===== config.mk =====
export PLATFORM = sky130hd
export DESIGN_NAME = monstat_regs
export DESIGN_NICKNAME = d
export VERILOG_FILES = /design/src/shared/monstat_pkg.sv /design/src/design/monstat_regs.sv
export SDC_FILE = /design/constraint.sdc
export NUM_CORES = 1
export LEC_CHECK = 0
export ABC_AREA = 0
export BUFFER_PORTS_ARGS = -buffer_cell sky130_fd_sc_hd__buf_2
export CORE_ASPECT_RATIO = 1.4
export CORE_UTILIZATION = 35
export CTS_CLUSTER_DIAMETER = 40
export DETAILED_ROUTE_END_ITERATION = 7
export SYNTH_ARGS = -nofsm -noshare
export SYNTH_HDL_FRONTEND = slang
export SYNTH_SLANG_ARGS = --single-unit

===== constraint.sdc =====
create_clock -name sys_clk_i -period 2.25 [get_ports sys_clk_i]
set_input_delay 0.1125 -clock sys_clk_i [delete_from_list [all_inputs] [get_ports sys_clk_i]]
set_output_delay 0.1125 -clock sys_clk_i [all_outputs]
set_load 0.01 [all_outputs]

===== src/shared/monstat_pkg.sv =====
/*
  Constants of the supply-monitor status and enable register bank: register offsets,
  field positions, reset values and self-test timing.
  Assumes a single 100 MHz system clock and an 8-bit register port from the serial engine.
*/
package monstat_pkg;

  // ----------------------------------------------------------------------------
  // Register offsets.
  // ----------------------------------------------------------------------------
  localparam logic [7:0] MONSTAT_STATUS_OFFS = 8'h02;
  localparam logic [7:0] MONSTAT_MONEN_OFFS = 8'h03;

  // ----------------------------------------------------------------------------
  // Field positions of the status register.
  // ----------------------------------------------------------------------------
  localparam int MONSTAT_CLOCK_FAULT_FLAG_BIT = 7;
  localparam int MONSTAT_PARF_BIT = 6;
  localparam int MONSTAT_FSUM_BIT = 5;
  localparam int MONSTAT_RSTLVL_BIT = 4;
  localparam int MONSTAT_EN1_BIT = 3;
  localparam int MONSTAT_EN0_BIT = 2;
  localparam int MONSTAT_OVST_BIT = 1;
  localparam int MONSTAT_UVST_BIT = 0;

  // ----------------------------------------------------------------------------
  // Field positions of the monitor enable register.
  // ----------------------------------------------------------------------------
  localparam int MONSTAT_PDEN_BIT = 7;
  localparam int MONSTAT_NUM_CH = 7;

  // ----------------------------------------------------------------------------
  // Reset values.
  // ----------------------------------------------------------------------------
  localparam logic [7:0] MONSTAT_MONEN_RESET = 8'h7F;
  localparam logic [7:0] MONSTAT_RDATA_RESET = 8'h00;

  // ----------------------------------------------------------------------------
  // Self-test timing.
  // ----------------------------------------------------------------------------
  localparam int MONSTAT_CLK_PERIOD_PS = 10000;
  localparam int MONSTAT_BIST_TYP_PS = 60000000;
  localparam int MONSTAT_BIST_MAX_PS = 72200000;
  // Longest time, so the count rounds down.
  localparam int MONSTAT_BIST_MAX_CYC = MONSTAT_BIST_MAX_PS / MONSTAT_CLK_PERIOD_PS;

  // ----------------------------------------------------------------------------
  // Input synchroniser layout.
  // ----------------------------------------------------------------------------
  localparam int MONSTAT_NSYNC = 5;
  localparam int MONSTAT_SY_FAULT = 0;
  localparam int MONSTAT_SY_RSTPIN = 1;
  localparam int MONSTAT_SY_EN0 = 2;
  localparam int MONSTAT_SY_EN1 = 3;
  localparam int MONSTAT_SY_SUPPLY = 4;
  localparam logic [MONSTAT_NSYNC-1:0] MONSTAT_SYNC_RESET = 5'h00;

  typedef enum logic [2:0] {
    MONSTAT_BIST_IDLE = 3'b001,
    MONSTAT_BIST_RUN = 3'b010,
    MONSTAT_BIST_DONE = 3'b100
  } monstat_bist_t;

endpackage


===== src/design/monstat_regs.sv =====
/*
  Status and voltage-monitor enable registers of a seven-input supply monitor, with the
  comparator power-down control and the comparator self-test sequencer.
  Assumes the serial protocol engine presents byte reads and writes on a simple register port,
  and that the analog comparators accept the enable outputs of this block.
*/
// Summary of operation
// RULE_01 - Fault summary flag is 1 whenever a fault would pull reset low.
// RULE_02 - Fault summary flag reads 0 without fault, the inverse of reset level.
// RULE_03 - Over-voltage self-test bit reads 0 when all over-voltage comparators passed.
// RULE_04 - Over-voltage self-test bit reads 1 when any over-voltage comparator failed.
// RULE_05 - With power-down enabled, comparators turn off once enable-0 low and recording done.
// RULE_06 - Powered-down comparators turn back on at a rising edge of enable-0.
// RULE_07 - With power-down disabled, off-detection comparators stay enabled always.
// RULE_08 - With power-down disabled, over/under-voltage comparators are enabled as needed.
// RULE_09 - Seven channel enable bits 6..0; 1 enables that channel's monitoring.
// RULE_10 - Self-test starts on supply rising past lockout, done within 72.2 us.
// RULE_11 - Status bits are read-only: reset, enable pins, clock health, parity fault.
`timescale 1ns/100ps

module monstat_regs
  import monstat_pkg::*;
#(
  parameter int BIST_CYCLES = MONSTAT_BIST_MAX_CYC
)
(
  input wire logic sys_clk_i,
  input wire logic rst_n_i,
  input wire logic [7:0] reg_addr_i,
  input wire logic reg_wr_i,
  input wire logic reg_rd_i,
  input wire logic [7:0] reg_wdata_i,
  output logic [7:0] reg_rdata_o,
  input wire logic fault_detect_i,
  input wire logic reset_pin_i,
  input wire logic sequence_enable_0_i,
  input wire logic sequence_enable_1_i,
  input wire logic supply_above_lockout_i,
  input wire logic clk_ok_i,
  input wire logic parity_err_i,
  input wire logic pd_record_done_i,
  input wire logic ov_bist_fail_i,
  input wire logic uv_bist_fail_i,
  output logic [MONSTAT_NUM_CH-1:0] ch_monitor_en_o,
  output logic off_cmp_en_o,
  output logic bist_active_o
);

  // ----------------------------------------------------------------------------
  // Pin synchronisers.
  // ----------------------------------------------------------------------------
  logic [MONSTAT_NSYNC-1:0] pins_raw;
  logic [MONSTAT_NSYNC-1:0] sy1_q;
  logic [MONSTAT_NSYNC-1:0] sy2_q;
  logic [MONSTAT_NSYNC-1:0] sy3_q;
  logic [MONSTAT_NSYNC-1:0] lvl_q;
  logic [MONSTAT_NSYNC-1:0] lvl_d;
  logic [MONSTAT_NSYNC-1:0] rise;

  assign pins_raw = {supply_above_lockout_i, sequence_enable_1_i, sequence_enable_0_i,
                     reset_pin_i, fault_detect_i};

  // A level is accepted only once the second and third stages agree, which filters a
  // metastable settle; the first stage feeds nothing but the second.
  genvar gi;
  generate
    for (gi = 0; gi < MONSTAT_NSYNC; gi++)
    begin : g_sync
      assign lvl_d[gi] = (sy2_q[gi] == sy3_q[gi]) ? sy3_q[gi] : lvl_q[gi];
      assign rise[gi] = lvl_d[gi] & ~lvl_q[gi];
    end
  endgenerate

  // Synchroniser stages and the filtered levels.
  always_ff @(posedge sys_clk_i)
  begin
    if (!rst_n_i)
    begin
      sy1_q <= MONSTAT_SYNC_RESET;
      sy2_q <= MONSTAT_SYNC_RESET;
      sy3_q <= MONSTAT_SYNC_RESET;
      lvl_q <= MONSTAT_SYNC_RESET;
    end
    else
    begin
      sy1_q <= pins_raw;
      sy2_q <= sy1_q;
      sy3_q <= sy2_q;
      lvl_q <= lvl_d;
    end
  end

  // ----------------------------------------------------------------------------
  // Register decode and monitor enable register.
  // ----------------------------------------------------------------------------
  logic [7:0] monen_q;
  logic [7:0] monen_d;
  logic [7:0] status;
  logic [7:0] rdata_d;
  logic sel_monen;
  logic sel_status;

  assign sel_monen = (reg_addr_i == MONSTAT_MONEN_OFFS);
  assign sel_status = (reg_addr_i == MONSTAT_STATUS_OFFS);
  // Writes to the status offset fall through: the status has no storage. [RULE_11]
  assign monen_d = (reg_wr_i && sel_monen) ? reg_wdata_i : monen_q; // [RULE_09]
  assign rdata_d = !reg_rd_i ? reg_rdata_o :
                   sel_monen ? monen_q :
                   sel_status ? status : 8'h00;

  // Register storage and the registered read answer.
  always_ff @(posedge sys_clk_i)
  begin
    if (!rst_n_i)
    begin
      monen_q <= MONSTAT_MONEN_RESET;
      reg_rdata_o <= MONSTAT_RDATA_RESET;
    end
    else
    begin
      monen_q <= monen_d;
      reg_rdata_o <= rdata_d;
    end
  end

  // ----------------------------------------------------------------------------
  // Comparator power-down control.
  // ----------------------------------------------------------------------------
  logic pd_q;
  logic pd_d;
  logic pd_enter;
  logic en0_rise;

  assign en0_rise = rise[MONSTAT_SY_EN0];
  assign pd_enter = monen_q[MONSTAT_PDEN_BIT] & ~lvl_q[MONSTAT_SY_EN0] & pd_record_done_i;
  // Wake on the enable-0 edge has priority, so a low glitch cannot hold the monitor asleep.
  assign pd_d = !monen_q[MONSTAT_PDEN_BIT] ? 1'b0 : // [RULE_07]
                en0_rise ? 1'b0 : // [RULE_06]
                pd_enter ? 1'b1 : pd_q; // [RULE_05]

  // Power-down state and registered comparator enables.
  always_ff @(posedge sys_clk_i)
  begin
    if (!rst_n_i)
    begin
      pd_q <= 1'b0;
      off_cmp_en_o <= 1'b0;
      ch_monitor_en_o <= '0;
    end
    else
    begin
      pd_q <= pd_d;
      off_cmp_en_o <= ~pd_q; // [RULE_07]
      ch_monitor_en_o <= monen_q[MONSTAT_NUM_CH-1:0] & {MONSTAT_NUM_CH{~pd_q}}; // [RULE_08] [RULE_09]
    end
  end

  // ----------------------------------------------------------------------------
  // Comparator self-test sequencer.
  // ----------------------------------------------------------------------------
  monstat_bist_t bst_q;
  monstat_bist_t bst_d;
  logic [15:0] bcnt_q;
  logic [15:0] bcnt_d;
  logic bist_last;
  logic ovst_q;
  logic uvst_q;

  // The count stops one short of the limit so the result lands inside the longest time.
  assign bist_last = (bcnt_q == 16'(BIST_CYCLES - 1));
  assign bcnt_d = (bst_q == MONSTAT_BIST_RUN) ? bcnt_q + 16'h0001 : 16'h0000;

  // Next state of the self-test sequencer; a supply rise after a finished run starts it again, and one during a run is ignored.
  always_comb
  begin
    bst_d = bst_q;
    case (bst_q)
      MONSTAT_BIST_IDLE:
        if (rise[MONSTAT_SY_SUPPLY]) bst_d = MONSTAT_BIST_RUN; // [RULE_10]
      MONSTAT_BIST_RUN:
        if (bist_last) bst_d = MONSTAT_BIST_DONE; // [RULE_10]
      MONSTAT_BIST_DONE:
        if (rise[MONSTAT_SY_SUPPLY]) bst_d = MONSTAT_BIST_RUN;
      default:
        bst_d = MONSTAT_BIST_IDLE;
    endcase
  end

  // Sequencer state, count and the latched pass/fail results.
  always_ff @(posedge sys_clk_i)
  begin
    if (!rst_n_i)
    begin
      bst_q <= MONSTAT_BIST_IDLE;
      bcnt_q <= 16'h0000;
      ovst_q <= 1'b0;
      uvst_q <= 1'b0;
      bist_active_o <= 1'b0;
    end
    else
    begin
      bst_q <= bst_d;
      bcnt_q <= bcnt_d;
      bist_active_o <= (bst_d == MONSTAT_BIST_RUN);
      if (bst_q == MONSTAT_BIST_RUN && bist_last)
      begin
        ovst_q <= ov_bist_fail_i; // [RULE_03] [RULE_04]
        uvst_q <= uv_bist_fail_i;
      end
    end
  end

  // ----------------------------------------------------------------------------
  // Status assembly.
  // ----------------------------------------------------------------------------
  // Live levels in bits 7..2, latched self-test results in bits 1..0; a 1 means a high pin or a fault. [RULE_11]
  assign status[MONSTAT_CLOCK_FAULT_FLAG_BIT] = ~clk_ok_i;
  assign status[MONSTAT_PARF_BIT] = parity_err_i;
  assign status[MONSTAT_FSUM_BIT] = lvl_q[MONSTAT_SY_FAULT]; // [RULE_01] [RULE_02]
  assign status[MONSTAT_RSTLVL_BIT] = lvl_q[MONSTAT_SY_RSTPIN];
  assign status[MONSTAT_EN1_BIT] = lvl_q[MONSTAT_SY_EN1];
  assign status[MONSTAT_EN0_BIT] = lvl_q[MONSTAT_SY_EN0];
  assign status[MONSTAT_OVST_BIT] = ovst_q; // [RULE_03] [RULE_04]
  assign status[MONSTAT_UVST_BIT] = uvst_q;

  // ----------------------------------------------------------------------------
  // Self-test length watch.
  // ----------------------------------------------------------------------------
  logic [15:0] bist_len_q;

  // Counts how long the busy output stays high, kept apart from the sequencer count so that
  // a wrong end-of-run compare cannot hide behind the very counter that it compares.
  always_ff @(posedge sys_clk_i)
  begin
    if (!rst_n_i)
    begin
      bist_len_q <= 16'h0000;
    end
    else
    begin
      bist_len_q <= bist_active_o ? bist_len_q + 16'h0001 : 16'h0000;
    end
  end

  // ----------------------------------------------------------------------------
  // Assertions.
  // ----------------------------------------------------------------------------
  AST_FSUM_READ: assert property (@(posedge sys_clk_i) disable iff (!rst_n_i) // [RULE_01]
    reg_rd_i && sel_status |=> reg_rdata_o[MONSTAT_FSUM_BIT] == $past(lvl_q[MONSTAT_SY_FAULT]))
    else $error("Fault summary read-back does not follow the fault level.");

  AST_FSUM_CLEAR: assert property (@(posedge sys_clk_i) disable iff (!rst_n_i) // [RULE_02]
    !lvl_q[MONSTAT_SY_FAULT] && reg_rd_i && sel_status |=> !reg_rdata_o[MONSTAT_FSUM_BIT])
    else $error("Fault summary reads 1 without a fault.");

  AST_OV_RESULT: assert property (@(posedge sys_clk_i) disable iff (!rst_n_i) // [RULE_03]
    bst_q == MONSTAT_BIST_RUN && bist_last |=> ovst_q == $past(ov_bist_fail_i))
    else $error("Over-voltage self-test result not latched.");

  AST_OV_HOLD: assert property (@(posedge sys_clk_i) disable iff (!rst_n_i) // [RULE_04]
    bst_q == MONSTAT_BIST_DONE && !rise[MONSTAT_SY_SUPPLY] |=> $stable(ovst_q))
    else $error("Over-voltage self-test result changed after completion.");

  AST_PD_ENTER: assert property (@(posedge sys_clk_i) disable iff (!rst_n_i) // [RULE_05]
    pd_enter && !en0_rise |=> pd_q ##1 !off_cmp_en_o && ch_monitor_en_o == '0)
    else $error("Comparators not powered down.");

  AST_PD_WAKE: assert property (@(posedge sys_clk_i) disable iff (!rst_n_i) // [RULE_06]
    pd_q && en0_rise |=> !pd_q ##1 off_cmp_en_o)
    else $error("Comparators not woken by enable-0 rising edge.");

  AST_OFF_ON: assert property (@(posedge sys_clk_i) disable iff (!rst_n_i) // [RULE_07]
    !monen_q[MONSTAT_PDEN_BIT] [*2] |=> off_cmp_en_o)
    else $error("Off comparators disabled while power-down option is clear.");

  AST_CH_EN: assert property (@(posedge sys_clk_i) disable iff (!rst_n_i) // [RULE_09]
    reg_wr_i && sel_monen && !reg_wdata_i[MONSTAT_PDEN_BIT] |=> ##1
    ch_monitor_en_o == $past(reg_wdata_i[MONSTAT_NUM_CH-1:0], 2))
    else $error("Channel enables do not follow the written value.");

  AST_BIST_LEN: assert property (@(posedge sys_clk_i) disable iff (!rst_n_i) // [RULE_10]
    bist_len_q <= 16'(BIST_CYCLES))
    else $error("Self-test ran past its longest time.");

  AST_STATUS_RO: assert property (@(posedge sys_clk_i) disable iff (!rst_n_i) // [RULE_11]
    reg_wr_i && sel_status |=> monen_q == $past(monen_q))
    else $error("Write to the status offset altered a register.");

endmodule // monstat_regs


**Word level (Yosys, flattened, before mapping)**

Index checks and enable logic that the tools add are counted.

- Multiplexer cells: 7
- Equal/unequal tests: 12
- Bitwise gates (word level): 11
- Reduce and logical (&&, ||, !) cells: 5
- Add/sub/neg operators: 1

Operators by type and width:

| cell | count |
|---|---|
| $add 16x1->16 const B | 1 |
| $eq 16x13->1 const B | 1 |
| $eq 8x2->1 const B | 2 |
| $mux 8 | 2 |
| $and 7x7->7 | 1 |
| $eq 3x2->1 const B | 2 |
| $mux 3 | 2 |
| $not 1->1 | 6 |
| $pmux 3 s2 | 1 |
| $eq 1x1->1 | 5 |
| $and 1x1->1 | 4 |
| $eq 3x1->1 const B | 1 |
| $eq 3x3->1 const B | 1 |
| $reduce_or 3->1 | 1 |
| $logic_and 1x1->1 | 2 |
| $mux 1 | 2 |
| $reduce_and 2->1 | 1 |
| $reduce_or 2->1 | 1 |

- Bits in registers: 67
- Output and inout bits: 17

**Logic depth before layout (Yosys ltp)**

Gate-level depths: netlist of the first run.

- Depth after elaboration: 6
- Gate-level depth with buffers: 6
- Gate-level depth less buffers: 5

**Least setup slack after synthesis of the first run**

Ideal clock, no wire load.

- Kind: register to register
- Start point: reg bcnt_q[0]
- End point: reg ovst_q
- Stages on the path, launching flop included: 6
- Library setup time: 0.072 ns
- Clock period less this slack: 1.617 ns
- Slack: 0.633 ns
- Arrival time: 1.546 ns
- Cells stage by stage: dfxtp_1 ha_1 nor4b_1 nand4_1 nor4_1 mux2i_1

- Cells in the longest elaborated chain, start to end: 2

RTL lines:

| element | RTL line | RTL |
|---|---|---|
| from (decl) | monstat_regs.sv:163 | `logic [15:0] bcnt_q;` |
| from (signal assigned) | monstat_regs.sv:203 | `bcnt_q <= bcnt_d;` |
| $eq 16x13->1 | monstat_regs.sv:170 | `assign bist_last = (bcnt_q == 16'(BIST_CYCLES - 1));` |
| $logic_and 1x1->1 | monstat_regs.sv:205 | `if (bst_q == MONSTAT_BIST_RUN && bist_last)` |
| to (signal assigned) | monstat_regs.sv:207 | `ovst_q <= ov_bist_fail_i;` |
| to (decl) | monstat_regs.sv:166 | `logic ovst_q;` |

No other way between the ends.
A chain may end at the register's enable or synchronous reset.

**Worst setup path after layout of the first run**

Same ends and word-level chain as after synthesis.

==> results of run 1 <==
==> cell usage in the layout, fill, tap and decap left out, types with 2 or more instances in the layout <==
master,instances
nor4_1,6
mux2i_1,2
clkbuf_1,4
a21boi_0,5
nand4_1,4
dlygate4sd3_1,5
nand3_1,20
inv_1,9
xnor2_1,11
buf_2,46
nor2b_1,2
nor3_1,6
a21oi_1,11
o21ai_0,16
and3_1,3
dfxtp_1,67
nand2_1,23
nor2_1,18
clkbuf_8,10
or3_1,4
and2_1,22
buf_4,2
a22oi_1,8
==> per-stage QoR <==
step	instance area [sq um]	util (%)	hold WS (ns)	setup slack, ns
finish	3010	44.9	0.0162	0.387
global route	3010	44.9	0.00710	0.193
CTS	3010	44.9	0.00342	0.358
detailed placement	2770	41.4	0.322	0.371
global placement	2770	41.4	0.317	0.470
floorplan	2470	-	0.240	0.633
==> power by group <==
| group | switching, mW | internal [mW] |
|---|---|---|
| clock network | 0.424 | 0.543 |
| logic | 0.0515 | 0.0519 |
| registers | 0.00873 | 1.21 |
| total | 0.484 | 1.81 |
==> how the worst max path moves through the flow <==
stage	start	depth (start not counted)	endpoint	slack [ns]
after global placement	bcnt_q[0]	5	uvst_q	0.47
after CTS	bcnt_q[0]	5	ovst_q	0.36
final	bcnt_q[0]	5	ovst_q	0.39
after floorplan	bcnt_q[0]	5	ovst_q	0.63
after global routing	bcnt_q[0]	5	uvst_q	0.19
after detailed placement	bcnt_q[0]	5	ovst_q	0.37
==> tightest hold or removal path, stage by stage <==
cell and delay, ns:
buf_2 0.08, nand3_1 0.05, nand3_1 0.08
==> per-layer routing <==
metal	vias up	routed length [um]	track usage [%]
met5	-	0	0
met4	0	46	7.69
met3	5	221	4.58
met2	37	2250	22.9
met1	903	2250	16.7
li1	1018	-	-
==> cell type report <==
type / count / area (sq um) / share of cell area, %
Clock inverter: 2 / 35.0 / 1.16
Tap cell: 92 / 115 / 3.82
Sequential cell: 67 / 1340 / 44.6
Clock buffer: 14 / 153 / 5.07
Inverter: 9 / 33.8 / 1.12
Timing Repair Buffer: 53 / 295 / 9.81
Multi-Input combinational cell: 176 / 1040 / 34.5
==> state kept, by name, summed over array words and instances, names as in the netlist <==
register and flops:
pd_q 1, monen_q 8, ch_monitor_en_o 7, sy2_q 5, sy3_q 5, bst_q 3
sy1_q 5, off_cmp_en_o 1, bist_active_o 1, lvl_q 5, ovst_q 1, bcnt_q 16
reg_rdata_o 8, uvst_q 1
==> kinds of logic (layout without fill, tap and decap cells) <==
| family | count (synthesis) | after routing | synth area share [%] |
|---|---|---|---|
| mux | 2 | 2 | 0.811 |
| compound gates | 46 | 46 | 11.4 |
| flops | 67 | 67 | 54.3 |
| fa+ha+maj | 1 | 1 | 0.507 |
| buf+inv | 20 | 78 | 3.70 |
| xor+xnor | 12 | 12 | 4.26 |
| simple gates | 115 | 115 | 25.0 |
==> results.py, run 1 <==
metrics = {
    "sta": {
        "layout_min_cycle_time_ns": 1.86,
        "slew_headroom_pct": 55.2,
        "slew_violations": 0,
        "final.setup_skew_ns": 0.00839,
        "finalSetupViolCount": 0,
        "fmax_mhz": 537,
        "worst_pin_slew_ns": 0.666,
        "rsz0062_at_grt": "false",
        "period_share_pct": 82.8,
        "hold_violations": 0,
        "finalSetupTns_ns": 0,
    },
    "pwr": {
        "max-vdd-ir-drop_mv": 0.453,
        "power_density_mw_per_mm2": 761,
        "power_mw": 2.29,
        "leakagePower_nw": 1.17,
    },
    "clock_tree": {
        "cts_setup_buffers": 0,
        "cts-htree-levels": 3,
        "cts_num_sinks": 67,
        "cts_root_buf": "clkbuf_8",
        "path_clk_slew_ns": 0.07,
        "cts_buffers": 9,
        "clk_path_buf_depth": 2,
        "hold_buffers": 5,
        "clk_latency_ns": 0.34,
        "cts_resized": 0,
        "cts_tree": "yes",
    },
    "hold_path": {
        "whs_path_depth": 3,
        "hp-class": "in -> reg",
        "min_from": "reg_wdata_i[5]",
        "whs_endpoint": "monen_q[5]",
    },
    "grt": {
        "grt.total_usage_pct": 14.2,
        "grt_pass1_vias": 1797,
        "antenna_found_initial": 0,
        "grt_max_degree": 31,
        "grt_pass1_wl_um": 8000,
        "overflow": 0,
    },
    "die": {
        "die_area_sq_mm": 0.00740,
        "die_y_um": 101,
        "core_sq_mm": 0.00670,
        "fp-row-count": 35,
        "die_w_um": 73.0,
        "ios": 47,
        "initial_core_util_pct": 36.9,
    },
    "setup_path": {
        "r2r_end": "ovst_q",
        "start_kind": "flop",
        "path_class": "reg -> reg",
        "crit_fanout": 4,
        "reg2reg_depth": 5,
        "crit_buf_inv": 0,
        "reg2reg_slack_ns": 0.39,
        "critical_path.top_delay_family": "simple AND/OR/NAND/NOR gates",
        "worstPathArrival_ns": 2.12,
        "cpMaxStageDelayCell": "nor4_1",
        "critPathCaptureType": "flop",
        "critPathMaxStageDelay_ns": 0.54,
        "cp_cell_sequence": "ha_1 > nor4b_1 > nand4_1 > nor4_1 > mux2i_1",
        "crit_required_ns": 2.51,
        "timing.rr.start": "bcnt_q[0]",
    },
    "routing": {
        "drtIter0Drc": 77,
        "drc_errors": 0,
        "via_count": 1963,
        "via_per_inst": 4.75,
        "first_pass_iters": 4,
        "totalWireLength_um": 4770,
        "drtAntennaViolNets": 0,
        "wl_per_cell_um": 11.5,
    },
    "placed_design": {
        "dp_hpwl_um": 3370,
        "dp_cells": 392,
        "gp_congestion": 0.758,
        "port_buffers": 46,
    },
    "synthesis": {
        "synth_edf_count": 0,
        "synthTopCellsByCount": "dfxtp_1 (67), nand2_1 (23), and2_1 (22)",
        "synth_most_common_cell": "dfxtp_1",
        "synth_top_cell_by_area": "dfxtp_1",
        "syn_area_sq_mm": 0.00247,
        "syn_avg_cell_area_sq_um": 9.39,
        "synth_cell_types": 36,
        "yosysTopAreaCellShare_pct": 54.3,
        "synthCells": 263,
        "yosysSeqAreaShare_pct": 54.3,
        "synth-seq-cells": 67,
        "synthFlopType": "dfxtp_1",
        "yosys_warnings": 0,
        "synth_area_leaders": "dfxtp_1 (54%), and2_1 (5.6%), nand3_1 (4.1%), xnor2_1 (3.9%), nand2_1 (3.5%)",
        "async_reset_ff_share_pct": 0,
        "synth_fp_nets": 294,
    },
    "cells_and_area": {
        "area_delta_synth_final_pct": 21.9,
        "drive_above_1_share_pct": 20.2,
        "fin_nets": 347,
        "n_antenna_cell": 0,
        "stdcell_count": 413,
        "fillerInstances": 655,
    },
    "flow_run": {
        "cap_violations": 0,
    },
    "outcome": {
        "outcome": "completed",
    },
}
(Power assumes the default switching activity.)
==> inputs of run 2 (changes only) <==
Clock period 2.25 ns to 1.5 ns, I/O delays scaled along.
==> results.py, run 2 (synthesis results as in run 1) <==
metrics = {
    "outcome": {
        "outcome": "completed",
    },
    "clock_tree": {
        "clk_latency_ns": 0.34,
        "path_clk_slew_ns": 0.07,
        "cts_tree": "yes",
        "clk_path_buf_depth": 2,
        "cts_buffers": 9,
        "cts_num_sinks": 67,
        "cts_root_buf": "clkbuf_8",
        "cts-htree-levels": 3,
    },
    "die": {
        "fp-row-count": 35,
        "die_area_sq_mm": 0.00740,
        "ios": 47,
        "die_y_um": 101,
        "initial_core_util_pct": 36.9,
        "die_w_um": 73.0,
        "core_sq_mm": 0.00670,
    },
    "cells_and_area": {
        "final_cell_mix": "dfxtp_1 (61), buf_2 (46), nand2_1 (22), and2_1 (22)",
        "area_delta_synth_final_pct": 34.2,
        "drive_above_1_share_pct": 29.4,
        "reg_top3": "bcnt_q (16), monen_q (8), reg_rdata_o (8)",
        "largest_register_ffs": 16,
        "final_common_cell": "dfxtp_1",
        "fin_nets": 373,
        "top_register": "bcnt_q",
        "n_antenna_cell": 0,
    },
    "routing": {
        "drtIter0Drc": 79,
        "wl_per_cell_um": 11.3,
        "first_pass_iters": 4,
        "drtAntennaViolNets": 0,
        "via_per_inst": 4.65,
        "via_count": 2042,
        "totalWireLength_um": 4960,
        "drc_errors": 0,
    },
    "placed_design": {
        "pre_cts_ws_ns": -0.109,
        "dp_hpwl_um": 3580,
        "gp_congestion": 0.781,
        "port_buffers": 46,
    },
    "pwr": {
        "power_density_mw_per_mm2": 1040,
        "max-vdd-ir-drop_mv": 0.586,
        "leakagePower_nw": 1.30,
    },
    "flow_run": {
        "cap_violations": 0,
    },
    "sta": {
        "period_share_pct": 98.7,
        "finalSetupTns_ns": 0,
        "slew_violations": 0,
        "slew_headroom_pct": 71.5,
        "final.setup_skew_ns": 0.00603,
        "layout_min_cycle_time_ns": 1.48,
        "finalSetupViolCount": 0,
        "fmax_mhz": 676,
        "hold_violations": 0,
        "rsz0062_at_grt": "true",
        "worst_pin_slew_ns": 0.427,
        "worst_slack_ns": 0.0197,
    },
    "setup_path": {
        "crit_fanout": 3,
        "critPathCaptureType": "flop",
        "crit_start": "bcnt_q[0]",
        "worstPathArrival_ns": 1.76,
        "timing.rr.start": "bcnt_q[0]",
        "path_class": "reg -> reg",
        "crit_required_ns": 1.78,
        "start_kind": "flop",
    },
    "grt": {
        "antenna_found_initial": 0,
        "grt.total_usage_pct": 14.8,
        "overflow": 0,
        "grt_pass1_vias": 1897,
        "grt_pass1_wl_um": 8330,
        "grt_max_degree": 19,
    },
    "hold_path": {
        "min_from": "reg_wdata_i[2]",
        "hp-class": "in -> reg",
    },
}
[run 2: layout make-up]
cell class / count / area (sq um)
clock inverters: 5 / 52.6
well taps: 92 / 115
multi-input cells: 176 / 1110
flip-flops and latches: 67 / 1350
fillers: 668 / 3380
inverters: 9 / 33.8
clock buffers: 11 / 141
repair buffers: 79 / 510
[run 2: timing repair]
item / in CTS / in global routing
pin swaps: 3 / 5
buffers inserted: 0 / 0
setup endpoints to repair: 3 / 14
hold buffers: 13 / 0
endpoints found under the hold margin: 13 / 0
resized for setup: 5 / 13
[run 2: power by group]
| part | internal, mW | total [mW] | switching (mW) | leakage, nW |
|---|---|---|---|---|
| combinational | 0.0950 | 0.176 | 0.0814 | 0.653 |
| clock | 0.804 | 1.45 | 0.646 | 0.0991 |
| sequential | 1.82 | 1.83 | 0.0133 | 0.550 |
| total | 2.72 | 3.46 | 0.741 | 1.30 |
[run 2: worst max-delay path: stages (launching register included)]
cell	delay (ns)
dfxtp_2	0.35
buf_4	0.12
nand4_1	0.11
or3_1	0.37
or3_4	0.34
a21oi_2	0.13
[run 2: final timing paths]
path / end / cells past startpoint / slack (ns)
worst max-delay path: bcnt_q[15] / 5 / 0.02
worst min-delay path: monen_q[2] / 3 / 0.002
worst max register to register: bcnt_q[15] / 5 / 0.02
worst min register to register: sy2_q[4] / 1 / 0.43
[run 2: metrics by stage]
| stage | cell area (sq um) | hold WS, ns | util [%] | power [mW] | std cells |
|---|---|---|---|---|---|
| after global placement | 2910 | 0.279 | 43.5 | 2.02 | 410 |
| after CTS | 3250 | 0.00620 | 48.6 | 3.51 | 439 |
| final | 3320 | 0.00221 | 49.5 | 3.46 | 439 |
| after floorplan | 2480 | 0.202 | - | 1.94 | 263 |
| after global routing | 3320 | 0.0123 | 49.5 | 3.61 | 439 |
| after detailed placement | 2910 | 0.285 | 43.5 | 2.03 | 410 |
[run 2: routing by layer]
layer	up-vias	routed length (um)	global-route usage (%)
met4	0	87	8.14
met5	-	0	0
met3	5	214	4.78
li1	1061	-	-
met1	939	2230	17.6
met2	37	2440	23.6
